--- src/ifd_params.svh ---
/*
 * Field positions, opcode codes and widths for the instruction decoder.
 * Assumes the includer counts bits with 31 as the MSB of the word; the
 * instruction numbering (bit 0 = MSB) maps to index 31 - n.
 */
`ifndef IFD_PARAMS_SVH
`define IFD_PARAMS_SVH

// word and register file geometry
`define IFD_WORD_W      32
`define IFD_SEL_W       5
`define IFD_NUM_REGS    32
`define IFD_IMM_W       16
`define IFD_FUNC_W      11
`define IFD_OPC_W       6

// field positions (instruction bits 0-5, 6-10, 11-15, 16-20, 21-31, 16-31)
`define IFD_OPC_MSB     31
`define IFD_OPC_LSB     26
`define IFD_DST_MSB     25
`define IFD_DST_LSB     21
`define IFD_SRCA_MSB    20
`define IFD_SRCA_LSB    16
`define IFD_SRCB_MSB    15
`define IFD_SRCB_LSB    11
`define IFD_FUNC_MSB    10
`define IFD_FUNC_LSB    0
`define IFD_IMM_MSB     15
`define IFD_IMM_LSB     0
// opcode bit that marks the register-plus-constant format (instr bit 2)
`define IFD_FMT_BIT     29
// special move: instr bits 16-17 and the selector bit (bit 31)
`define IFD_SPM_MSB     15
`define IFD_SPM_LSB     14
`define IFD_SPR_BIT     0

// opcodes that are decoded by value
`define IFD_OPC_PREFIX  6'h2C
`define IFD_OPC_SPMOVE  6'h25
`define IFD_OPC_STREAM  6'h1B
`define IFD_OPC_BR_UNC  6'h26
`define IFD_OPC_BR_CND  6'h27
`define IFD_OPC_RET     6'h2D
`define IFD_OPC_BRI_UNC 6'h2E
`define IFD_OPC_BRI_CND 6'h2F
`define IFD_SPM_TO      2'h3
`define IFD_SPM_FROM    2'h2

// reset values
`define IFD_RST_WORD    32'h0000_0000
`define IFD_RST_SEL     5'h00

`endif

--- src/ifd_pkg.sv ---
/*
 * Types shared by the decoder and its testbench.
 * Assumes nothing beyond a SystemVerilog compiler.
 */
package ifd_pkg;

   // instruction format
   typedef enum logic {IFD_FMT_REG3, IFD_FMT_REGIMM} ifd_fmt_e;

   // functional category
   typedef enum logic [2:0]
   {
      IFD_CAT_ARITH,
      IFD_CAT_LOGIC,
      IFD_CAT_BRANCH,
      IFD_CAT_LDST,
      IFD_CAT_SPECIAL
   } ifd_cat_e;

   // datum size of a load or store
   typedef enum logic [1:0] {IFD_SZ_BYTE, IFD_SZ_HALF, IFD_SZ_WORD} ifd_size_e;

   // prefix tracker states
   typedef enum logic {IFD_PFX_NONE, IFD_PFX_HELD} ifd_pfx_e;

endpackage

--- src/ifd_decoder.sv ---
/*
 * Instruction format decoder with operand fetch and constant prefix.
 * Assumes a fetch path that offers one word per valid cycle and an
 * execution stage that writes results back and asks for address checks.
 */
// Functional notes
// RULE1: 32-bit words, each classed as three-register or register-constant
// RULE2: three-register form yields up to two sources and one destination
// RULE3: register-constant form yields one source and a 16-bit constant
// RULE4: constant after a prefix instruction widens to 32 bits using prefix
// RULE5: every register-constant instruction yields exactly one destination
// RULE6: unprefixed constant is sign extended by copying its top bit
// RULE7: load/store addresses aligned to byte, halfword or word size
// RULE8: each register selector picks one of 32 general registers
// RULE9: special moves give a separate special register selector
// RULE10: register file holds 32 registers of 32 bits
// RULE11: sorted into arithmetic, logical, branch, load/store, special
// RULE12: opcode 0-5, dest 6-10, src a 11-15, src b 16-20, const 16-31
// RULE13: register zero reads zero, writes to it are dropped
// RULE14: prefix held for exactly one following instruction, upper half
// RULE15: bit 0 of the instruction word is its most significant bit
`timescale 1ns/1ps
`include "ifd_params.svh"

module ifd_decoder
(
   // clock, reset, freeze
   input  wire logic                      mclk,
   input  wire logic                      rst_n,
   input  wire logic                      ce,
   // fetched instruction
   input  wire logic                      instr_valid,
   input  wire logic [`IFD_WORD_W-1:0]    instr_word,
   // result write back
   input  wire logic                      wb_en,
   input  wire logic [`IFD_SEL_W-1:0]     wb_sel,
   input  wire logic [`IFD_WORD_W-1:0]    wb_data,
   // load/store address check
   input  wire logic                      ls_req,
   input  wire logic [`IFD_WORD_W-1:0]    ls_addr,
   output logic                           ls_ack_r,
   output logic      [`IFD_WORD_W-1:0]    ls_addr_r,
   output logic                           ls_misalign_r,
   // decoded fields
   output logic                           dec_valid_r,
   output ifd_pkg::ifd_fmt_e              fmt_r,
   output ifd_pkg::ifd_cat_e              cat_r,
   output logic      [`IFD_OPC_W-1:0]     opcode_r,
   output logic      [`IFD_FUNC_W-1:0]    func_r,
   output logic      [`IFD_SEL_W-1:0]     dst_sel_r,
   output logic      [`IFD_SEL_W-1:0]     first_source_selector_r,
   output logic      [`IFD_SEL_W-1:0]     second_source_selector_r,
   output logic                           use_src_b_r,
   output logic      [`IFD_WORD_W-1:0]    imm_r,
   output logic                           imm_prefixed_r,
   output logic                           is_prefix_r,
   // special register moves
   output logic                           mts_r,
   output logic                           mfs_r,
   output logic                           special_destination_selector_r,
   output logic                           special_source_selector_r,
   // load/store size
   output logic                           is_ldst_r,
   output ifd_pkg::ifd_size_e             ls_size_r,
   // operand data
   output logic      [`IFD_WORD_W-1:0]    op_a_r,
   output logic      [`IFD_WORD_W-1:0]    op_b_r,
   output logic      [`IFD_WORD_W-1:0]    op_d_r
);

   // prefix tracker
   ifd_pkg::ifd_pfx_e        pfx_state_r;
   ifd_pkg::ifd_pfx_e        pfx_state_nxt;
   logic [`IFD_IMM_W-1:0]    pfx_val_r;

   // field extraction, bit 0 of the word is its MSB
   wire logic [`IFD_OPC_W-1:0]  f_opc  =
      instr_word[`IFD_OPC_MSB:`IFD_OPC_LSB]; // RULE12 RULE15
   wire logic [`IFD_SEL_W-1:0]  f_dst  =
      instr_word[`IFD_DST_MSB:`IFD_DST_LSB]; // RULE12
   wire logic [`IFD_SEL_W-1:0]  f_srca =
      instr_word[`IFD_SRCA_MSB:`IFD_SRCA_LSB]; // RULE12
   wire logic [`IFD_SEL_W-1:0]  f_srcb =
      instr_word[`IFD_SRCB_MSB:`IFD_SRCB_LSB]; // RULE12
   wire logic [`IFD_FUNC_W-1:0] f_func =
      instr_word[`IFD_FUNC_MSB:`IFD_FUNC_LSB]; // RULE12
   wire logic [`IFD_IMM_W-1:0]  f_imm  =
      instr_word[`IFD_IMM_MSB:`IFD_IMM_LSB]; // RULE12
   wire logic [1:0]             f_spm  = instr_word[`IFD_SPM_MSB:`IFD_SPM_LSB];

   // classification of the incoming word
   wire logic               take      = ce && instr_valid;
   wire logic               w_fmt_b   = instr_word[`IFD_FMT_BIT]; // RULE1
   wire logic               w_prefix  = (f_opc == `IFD_OPC_PREFIX);
   wire logic               w_spmove  = (f_opc == `IFD_OPC_SPMOVE);
   wire logic               w_mts     =
      w_spmove && (f_spm == `IFD_SPM_TO); // RULE9
   wire logic               w_mfs     =
      w_spmove && (f_spm == `IFD_SPM_FROM); // RULE9
   wire logic               w_ldst    = f_opc[5] && f_opc[4];
   wire logic               w_pfx_use = (pfx_state_r == ifd_pkg::IFD_PFX_HELD);
   wire ifd_pkg::ifd_cat_e  w_cat     = categorise(f_opc);
   wire ifd_pkg::ifd_size_e w_size    = size_of(f_opc[1:0]);

   // constant: prefixed upper half, otherwise sign extension
   wire logic [`IFD_WORD_W-1:0] w_imm = w_pfx_use ?
      {pfx_val_r, f_imm} : // RULE4 RULE14
      {{(`IFD_WORD_W-`IFD_IMM_W){f_imm[`IFD_IMM_W-1]}}, f_imm}; // RULE6

   // register operands read from the file
   logic [`IFD_WORD_W-1:0] rf_a;
   logic [`IFD_WORD_W-1:0] rf_b;
   logic [`IFD_WORD_W-1:0] rf_d;

   // address check on the current decoded size
   wire logic [`IFD_WORD_W-1:0] w_ls_aligned = align_addr(ls_addr, ls_size_r);
   wire logic w_ls_bad = (w_ls_aligned != ls_addr);

   // sort opcode into its functional category
   function automatic ifd_pkg::ifd_cat_e categorise
   (
      input logic [`IFD_OPC_W-1:0] opc
   );
      unique case (opc[5:4])
         2'h0:    categorise = ifd_pkg::IFD_CAT_ARITH;
         2'h1:    categorise = (opc == `IFD_OPC_STREAM) ?
                     ifd_pkg::IFD_CAT_SPECIAL : ifd_pkg::IFD_CAT_ARITH;
         2'h2:
         begin
            if ((opc == `IFD_OPC_BR_UNC) || (opc == `IFD_OPC_BR_CND) ||
                (opc == `IFD_OPC_RET) || (opc == `IFD_OPC_BRI_UNC) ||
                (opc == `IFD_OPC_BRI_CND))
               categorise = ifd_pkg::IFD_CAT_BRANCH;
            else if ((opc == `IFD_OPC_SPMOVE) || (opc == `IFD_OPC_PREFIX))
               categorise = ifd_pkg::IFD_CAT_SPECIAL;
            else
               categorise = ifd_pkg::IFD_CAT_LOGIC;
         end
         2'h3:    categorise = ifd_pkg::IFD_CAT_LDST;
      endcase
   endfunction

   // datum size from the low opcode bits
   function automatic ifd_pkg::ifd_size_e size_of
   (
      input logic [1:0] code
   );
      unique case (code)
         2'h0:    size_of = ifd_pkg::IFD_SZ_BYTE;
         2'h1:    size_of = ifd_pkg::IFD_SZ_HALF;
         default: size_of = ifd_pkg::IFD_SZ_WORD;
      endcase
   endfunction

   // clear the low address bits below the datum size
   function automatic logic [`IFD_WORD_W-1:0] align_addr
   (
      input logic [`IFD_WORD_W-1:0] addr,
      input ifd_pkg::ifd_size_e     sz
   );
      unique case (sz)
         ifd_pkg::IFD_SZ_BYTE: align_addr = addr;
         ifd_pkg::IFD_SZ_HALF: align_addr = {addr[`IFD_WORD_W-1:1], 1'b0};
         default:              align_addr = {addr[`IFD_WORD_W-1:2], 2'h0};
      endcase
   endfunction

   // general register file
   ifd_regfile u_regfile
   (
      .mclk      (mclk),
      .ce        (ce),
      .wr_en     (wb_en),
      .wr_sel    (wb_sel),
      .wr_data   (wb_data),
      .rd_a_sel  (f_srca),
      .rd_b_sel  (f_srcb),
      .rd_d_sel  (f_dst),
      .rd_a_data (rf_a),
      .rd_b_data (rf_b),
      .rd_d_data (rf_d)
   );

   // prefix tracker: one instruction of lifetime
   always_comb
   begin
      pfx_state_nxt = pfx_state_r;
      if (take)
         pfx_state_nxt = w_prefix ? ifd_pkg::IFD_PFX_HELD : // RULE14
                                    ifd_pkg::IFD_PFX_NONE;
   end

   always_ff @(posedge mclk or negedge rst_n)
   begin
      if (!rst_n)
      begin
         pfx_state_r <= ifd_pkg::IFD_PFX_NONE;
         pfx_val_r   <= '0;
      end
      else if (take)
      begin
         pfx_state_r <= pfx_state_nxt;
         if (w_prefix)
            pfx_val_r <= f_imm; // RULE4
      end
   end

   // decode valid pulse
   always_ff @(posedge mclk or negedge rst_n)
   begin
      if (!rst_n)
         dec_valid_r <= 1'b0;
      else if (ce)
         dec_valid_r <= instr_valid;
   end

   // format, category and fields
   always_ff @(posedge mclk or negedge rst_n)
   begin
      if (!rst_n)
      begin
         fmt_r                    <= ifd_pkg::IFD_FMT_REG3;
         cat_r                    <= ifd_pkg::IFD_CAT_ARITH;
         opcode_r                 <= '0;
         func_r                   <= '0;
         dst_sel_r                <= `IFD_RST_SEL;
         first_source_selector_r  <= `IFD_RST_SEL;
         second_source_selector_r <= `IFD_RST_SEL;
         use_src_b_r              <= 1'b0;
         is_prefix_r              <= 1'b0;
      end
      else if (take)
      begin
         fmt_r <= w_fmt_b ? ifd_pkg::IFD_FMT_REGIMM :
                            ifd_pkg::IFD_FMT_REG3; // RULE1
         cat_r                    <= w_cat; // RULE11
         opcode_r                 <= f_opc;
         func_r                   <= w_fmt_b ? '0 : f_func; // RULE2
         dst_sel_r                <= f_dst; // RULE5 RULE8
         first_source_selector_r  <= f_srca; // RULE2 RULE3
         second_source_selector_r <= w_fmt_b ? `IFD_RST_SEL : f_srcb;
         use_src_b_r              <= !w_fmt_b; // RULE2
         is_prefix_r              <= w_prefix;
      end
   end

   // constant operand
   always_ff @(posedge mclk or negedge rst_n)
   begin
      if (!rst_n)
      begin
         imm_r          <= `IFD_RST_WORD;
         imm_prefixed_r <= 1'b0;
      end
      else if (take)
      begin
         imm_r          <= w_fmt_b ? w_imm : `IFD_RST_WORD; // RULE3
         imm_prefixed_r <= w_fmt_b && w_pfx_use;
      end
   end

   // special moves and load/store size
   always_ff @(posedge mclk or negedge rst_n)
   begin
      if (!rst_n)
      begin
         mts_r                          <= 1'b0;
         mfs_r                          <= 1'b0;
         special_destination_selector_r <= 1'b0;
         special_source_selector_r      <= 1'b0;
         is_ldst_r                      <= 1'b0;
         ls_size_r                      <= ifd_pkg::IFD_SZ_WORD;
      end
      else if (take)
      begin
         mts_r <= w_mts;
         mfs_r <= w_mfs;
         special_destination_selector_r <=
            w_mts && instr_word[`IFD_SPR_BIT]; // RULE9
         special_source_selector_r <=
            w_mfs && instr_word[`IFD_SPR_BIT]; // RULE9
         is_ldst_r <= w_ldst;
         if (w_ldst)
            ls_size_r <= w_size;
      end
   end

   // operand data, zero register forced by the file
   always_ff @(posedge mclk or negedge rst_n)
   begin
      if (!rst_n)
      begin
         op_a_r <= `IFD_RST_WORD;
         op_b_r <= `IFD_RST_WORD;
         op_d_r <= `IFD_RST_WORD;
      end
      else if (take)
      begin
         op_a_r <= rf_a; // RULE13
         op_b_r <= w_fmt_b ? w_imm : rf_b;
         op_d_r <= rf_d;
      end
   end

   // aligned address answer one cycle after the request
   always_ff @(posedge mclk or negedge rst_n)
   begin
      if (!rst_n)
      begin
         ls_ack_r      <= 1'b0;
         ls_addr_r     <= `IFD_RST_WORD;
         ls_misalign_r <= 1'b0;
      end
      else if (ce)
      begin
         ls_ack_r <= ls_req;
         if (ls_req)
         begin
            ls_addr_r     <= w_ls_aligned; // RULE7
            ls_misalign_r <= w_ls_bad;
         end
      end
   end

   a_fmt_class: assert property (@(posedge mclk) disable iff (!rst_n)
      take |=> (fmt_r == ($past(instr_word[`IFD_FMT_BIT]) ?
         ifd_pkg::IFD_FMT_REGIMM : ifd_pkg::IFD_FMT_REG3))) // RULE1
      else $error("format class wrong");

   a_field_pos: assert property (@(posedge mclk) disable iff (!rst_n)
      take |=> (dst_sel_r == $past(instr_word[25:21])) &&
         (first_source_selector_r == $past(instr_word[20:16])) &&
         (opcode_r == $past(instr_word[31:26]))) // RULE12
      else $error("field position wrong");

   a_src_b_sel: assert property (@(posedge mclk) disable iff (!rst_n)
      (take && !w_fmt_b) |=> use_src_b_r &&
         (second_source_selector_r == $past(instr_word[15:11]))) // RULE2
      else $error("second source not taken");

   a_sign_ext: assert property (@(posedge mclk) disable iff (!rst_n)
      (take && w_fmt_b && !w_pfx_use) |=>
         (imm_r[31:16] == {16{$past(instr_word[15])}}) &&
         (imm_r[15:0] == $past(instr_word[15:0]))) // RULE6
      else $error("constant not sign extended");

   a_prefix_widen: assert property (@(posedge mclk) disable iff (!rst_n)
      (take && w_fmt_b && w_pfx_use) |=>
         imm_prefixed_r && (imm_r[31:16] == $past(pfx_val_r))) // RULE4
      else $error("prefix not placed in upper half");

   a_prefix_once: assert property (@(posedge mclk) disable iff (!rst_n)
      (take && w_pfx_use && !w_prefix) |=>
         (pfx_state_r == ifd_pkg::IFD_PFX_NONE)) // RULE14
      else $error("prefix held past one instruction");

   a_zero_oper: assert property (@(posedge mclk) disable iff (!rst_n)
      (take && (f_srca == `IFD_RST_SEL)) |=>
         (op_a_r == `IFD_RST_WORD)) // RULE13
      else $error("zero register operand nonzero");

   a_branch_cat: assert property (@(posedge mclk) disable iff (!rst_n)
      (take && (f_opc == `IFD_OPC_BR_CND)) |=>
         (cat_r == ifd_pkg::IFD_CAT_BRANCH) && !is_ldst_r) // RULE11
      else $error("branch category wrong");

   a_spr_sel: assert property (@(posedge mclk) disable iff (!rst_n)
      (take && w_mts) |=> mts_r && !mfs_r &&
         (special_destination_selector_r == $past(instr_word[0]))) // RULE9
      else $error("special selector wrong");

   a_ls_align: assert property (@(posedge mclk) disable iff (!rst_n)
      (ce && ls_req && (ls_size_r == ifd_pkg::IFD_SZ_WORD)) |=>
         ls_ack_r && (ls_addr_r[1:0] == 2'h0) &&
         (ls_misalign_r == ($past(ls_addr[1:0]) != 2'h0))) // RULE7
      else $error("word address not aligned");

endmodule

--- src/ifd_regfile.sv ---
/*
 * Thirty-two by 32-bit general register file, three read ports, one write.
 * Assumes reads are combinational and the caller registers the data; a
 * read and write of the same register in one cycle returns the old value.
 */
`timescale 1ns/1ps
`include "ifd_params.svh"

module ifd_regfile
(
   // clock and freeze
   input  wire logic                      mclk,
   input  wire logic                      ce,
   // write port
   input  wire logic                      wr_en,
   input  wire logic [`IFD_SEL_W-1:0]     wr_sel,
   input  wire logic [`IFD_WORD_W-1:0]    wr_data,
   // read ports
   input  wire logic [`IFD_SEL_W-1:0]     rd_a_sel,
   input  wire logic [`IFD_SEL_W-1:0]     rd_b_sel,
   input  wire logic [`IFD_SEL_W-1:0]     rd_d_sel,
   output logic      [`IFD_WORD_W-1:0]    rd_a_data,
   output logic      [`IFD_WORD_W-1:0]    rd_b_data,
   output logic      [`IFD_WORD_W-1:0]    rd_d_data
);

   logic [`IFD_WORD_W-1:0] mem [`IFD_NUM_REGS]; // RULE10

   // zero register reads as zero whatever the array holds; the word comes
   // in as an argument so the read port follows writes to a held selector
   function automatic logic [`IFD_WORD_W-1:0] rd_port
   (
      input logic [`IFD_SEL_W-1:0]  sel,
      input logic [`IFD_WORD_W-1:0] word
   );
      rd_port = (sel == `IFD_RST_SEL) ? `IFD_RST_WORD : word; // RULE13
   endfunction

   // writes to the zero register are dropped
   always_ff @(posedge mclk)
   begin
      if (ce && wr_en && (wr_sel != `IFD_RST_SEL)) // RULE13
         mem[wr_sel] <= wr_data;
   end

   // read decode
   assign rd_a_data = rd_port(rd_a_sel, mem[rd_a_sel]); // RULE8
   assign rd_b_data = rd_port(rd_b_sel, mem[rd_b_sel]);
   assign rd_d_data = rd_port(rd_d_sel, mem[rd_d_sel]);

   a_zero_read: assert property (@(posedge mclk)
      (rd_a_sel == `IFD_RST_SEL) |-> (rd_a_data == `IFD_RST_WORD)) // RULE13
      else $error("zero register read returned nonzero");

endmodule

--- config.mk ---
export PLATFORM = sky130hd
export DESIGN_NAME = ifd_decoder
export DESIGN_NICKNAME = d
export VERILOG_FILES = /design/src/ifd_pkg.sv /design/src/ifd_decoder.sv /design/src/ifd_regfile.sv
export VERILOG_INCLUDE_DIRS = /design/src
export SDC_FILE = /design/constraint.sdc
export NUM_CORES = 2
export LEC_CHECK = 0
export BUFFER_PORTS_ARGS = -buffer_cell sky130_fd_sc_hd__buf_4
export CORE_UTILIZATION = 45
export DETAILED_ROUTE_END_ITERATION = 10
export SKIP_CTS_REPAIR_TIMING = 1
export SLEW_MARGIN = 10
export SYNTH_ARGS = -nofsm -noshare
export SYNTH_HDL_FRONTEND = slang
export SYNTH_SLANG_ARGS = --single-unit
--- constraint.sdc ---
create_clock -name mclk -period 3.3 [get_ports mclk]
set_input_delay 0.99 -clock mclk [delete_from_list [all_inputs] [get_ports mclk]]
set_output_delay 0.99 -clock mclk [all_outputs]
set_load 0.02 [all_outputs]
==> flow_metrics.py <==
metrics = {
    "logic_synthesis": {
        "synth.yosys.seq_area_share_pct": 57.2,
        "yosysWarnings": 0,
        "synthesis.area_sq_um": 63500,
        "avgSynthCellArea_sq_um": 17.7,
        "ys_seq_elements": 1248,
        "async_flop_share_pct": 17.9,
        "synth_cells": 3586,
        "synth.distinct_cells": 61,
        "synthFlopType": "edfxtp_1",
        "synth_edf_count": 1024,
    },
    "die": {
        "ioPinCount": 316,
        "die_area_sq_um": 143000,
        "rows": 137,
        "start_util_pct": 45.5,
        "dieHeight_um": 378,
        "coreArea_sq_um": 140000,
        "die_w_um": 378,
    },
    "detailed_routing": {
        "vias_per_cell": 7.00,
        "drtIter0Drc": 6355,
        "vias": 42629,
        "dr.pass1.iters": 8,
        "ant_nets": 0,
        "wl_per_cell_um": 39.1,
        "routed_wl_um": 238000,
        "drc": 0,
    },
    "sta": {
        "tightest_slew_ns": 1.12,
        "hold_ws_ns": 0.158,
        "fin_crit_sh_pct": 85.4,
        "rsz0062_at_grt": "no",
        "relSlewSlack_pct": 25.1,
        "layout_min_cycle_time_ns": 2.82,
        "final-max-slew-violation-count": 0,
        "final-hold-violation-count": 0,
        "setup_violations": 0,
        "final.setup.worst_slack_ns": 0.481,
        "fmaxAchievable_mhz": 355,
        "fin_skew_ns": 0.0373,
    },
    "final_layout": {
        "drive_above_1_share_pct": 41.8,
        "final_cell_area_sq_um": 75700,
        "area_growth_pct": 19.2,
        "final_common_cell": "edfxtp_1",
        "mostFrequentLayoutCells": "edfxtp_1 (1,024), mux4_2 (757), buf_4 (521), nand2_1 (254), dfrtp_1 (223)",
        "fin_nets": 4189,
        "fillers": 10983,
        "post-route-util_pct": 54.2,
    },
    "run": {
        "maxCapViolations": 0,
    },
    "global_route": {
        "antenna_found_initial": 15,
        "overflow": 0,
        "grt_max_degree": 116,
        "grt_pass1_vias": 41706,
        "grt_use_total_pct": 33.7,
        "grt_pass1_wl_um": 330000,
    },
    "hold_path": {
        "hold_path_class": "in2async",
    },
    "placed_design": {
        "post_dp_cell_area_sq_um": 71000,
        "hpwl_um": 151000,
        "gp_congestion": 0.886,
        "post-place-ws_ns": -0.253,
        "io_buffers": 315,
    },
    "clock_tree": {
        "clock_path_buffers": 3,
        "cts_tree": "done",
        "clk_latency_ns": 0.81,
        "ctsRootBufferMaster": "clkbuf_16",
        "clock_sinks": 1248,
        "clkTransAtPathRegs_ns": 0.06,
        "cts_inserted_buffers": 140,
        "htreeDepth": 4,
    },
    "setup_path": {
        "crit_chain": "buf_8 > buf_12 > buf_4 > mux4_2 > nand2_1 > a21oi_1 > o21ai_0 > o21ai_1",
        "regToRegStartpoint": "pfx_state_r",
        "worst-setup-path-type": "in2reg",
        "critPathSlowestCell": "o21ai_0",
        "crit_fanout": 33,
        "crit_required_ns": 3.95,
        "critPathMaxStageDelay_ns": 0.62,
        "crit_path_end_kind": "flip-flop",
        "cp-start-kind": "input pin",
        "worst-r2r-setup-slack_ns": 0.97,
        "reg2regPathDepth": 5,
        "r2r-end": "op_b_r[24]",
        "critPathArrivalTime_ns": 3.47,
    },
    "power": {
        "peakVddDrop_uv": 420,
        "leakage_uw": 0.0264,
        "power_uw": 39100,
        "pwr_density_cell_nw_per_um2": 517,
    },
    "run_status": {
        "status": "finished, final reports clean",
    },
}
-- cells in the mapped netlist (5+ instances only) --
master,number,area (sq um)
edfxtp_1,1024,30700
mux4_2,757,17000
nand2_1,257,965
dfrtp_1,223,5580
mux2i_1,172,1720
clkbuf_1,152,571
mux2_2,95,1070
a211oi_1,84,631
buf_2,80,400
a21oi_1,75,375
nor2_1,75,282
o21ai_0,56,280
a22oi_1,55,413
o22ai_1,55,344
a221oi_1,51,447
buf_1,37,139
nand3_1,36,180
buf_4,34,255
o21ai_1,33,165
a22o_1,28,245
nor2b_1,24,150
a21o_1,21,158
buf_6,19,214
o221ai_1,16,140
o22a_1,15,131
nand3b_1,14,105
nor3_1,13,65.1
a222oi_1,10,100
nand2b_1,10,62.6
o31ai_1,10,75.1
inv_1,5,18.8
o211ai_1,5,37.5
-- final cells by class --
class	count	area [sq um]	share of cell area, %
repair buffers	645	6350	8.39
well taps	1876	2350	3.10
clock buffers	199	4020	5.31
multi-input cells	2041	25900	34.3
clock inverters	62	644	0.851
flip-flops and latches	1248	36400	48.0
inverters	6	22.5	0.0297
diodes	11	27.5	0.0364
-- critical path, delay by kind of cell --
| family | cells | cell delay, ns |
|---|---|---|
| buffers and inverters | 3 | 0.86 |
| muxes | 1 | 0.50 |
| and+or+nand+nor | 1 | 0.08 |
| AOI/OAI and AO/OA | 3 | 0.88 |
-- power by group --
| group | switching (uW) | total, uW | internal (uW) | leakage (uW) |
|---|---|---|---|---|
| logic | 2930 | 5220 | 2290 | 0.0121 |
| registers | 464 | 18000 | 17600 | 0.0121 |
| clock network | 6640 | 15900 | 9250 | 0.00228 |
-- kinds of logic (layout without fill, tap and decap cells) --
group           Yosys count  after routing  synth area share [%]
compound gates          536            536                  5.89
other cells               1             43               0.00591
simple gates            449            449                  3.09
flops                  1248           1248                  57.2
mux                    1024           1024                  31.2
buf+inv                 328            912                  2.52
-- worst max-delay path by stage --
stage,start,to,slack (ns)
after floorplan,ce,u_regfile.mem[24][0],-0.01
after global placement,instr_word[11],op_b_r[15],-0.27
after detailed placement,instr_word[11],op_b_r[15],-0.25
after CTS,pfx_state_r,is_prefix_r,0.48
after global routing,instr_word[11],op_b_r[15],0.33
final,instr_word[11],op_b_r[15],0.48
-- stage by stage --
| stage | setup TNS, ns | cells |
|---|---|---|
| global placement | -0.399 | 5816 |
| CTS | 0 | 6077 |
| floorplan | -1.33 | 3617 |
| detailed placement | -0.383 | 5816 |
| finish | 0 | 6088 |
| global route | 0 | 6082 |
-- flip-flops by register name, summed over array words and instances, names as in the netlist, 6 cells and up --
| register | count |
|---|---|
| u_regfile.mem | 1024 |
| imm_r | 32 |
| ls_addr_r | 32 |
| op_a_r | 32 |
| op_b_r | 32 |
| op_d_r | 32 |
| pfx_val_r | 16 |
| func_r | 11 |
| opcode_r | 6 |
-- per-layer routing --
layer | global-route usage, % | vias to the layer above | routed length, um
li1 | - | 16311 | -
met1 | 45.5 | 22480 | 88000
met2 | 51.1 | 3274 | 108000
met3 | 9.63 | 556 | 30600
met4 | 14.4 | 8 | 11000
met5 | 0 | - | 48
Power figures use the tool's default switching activity.
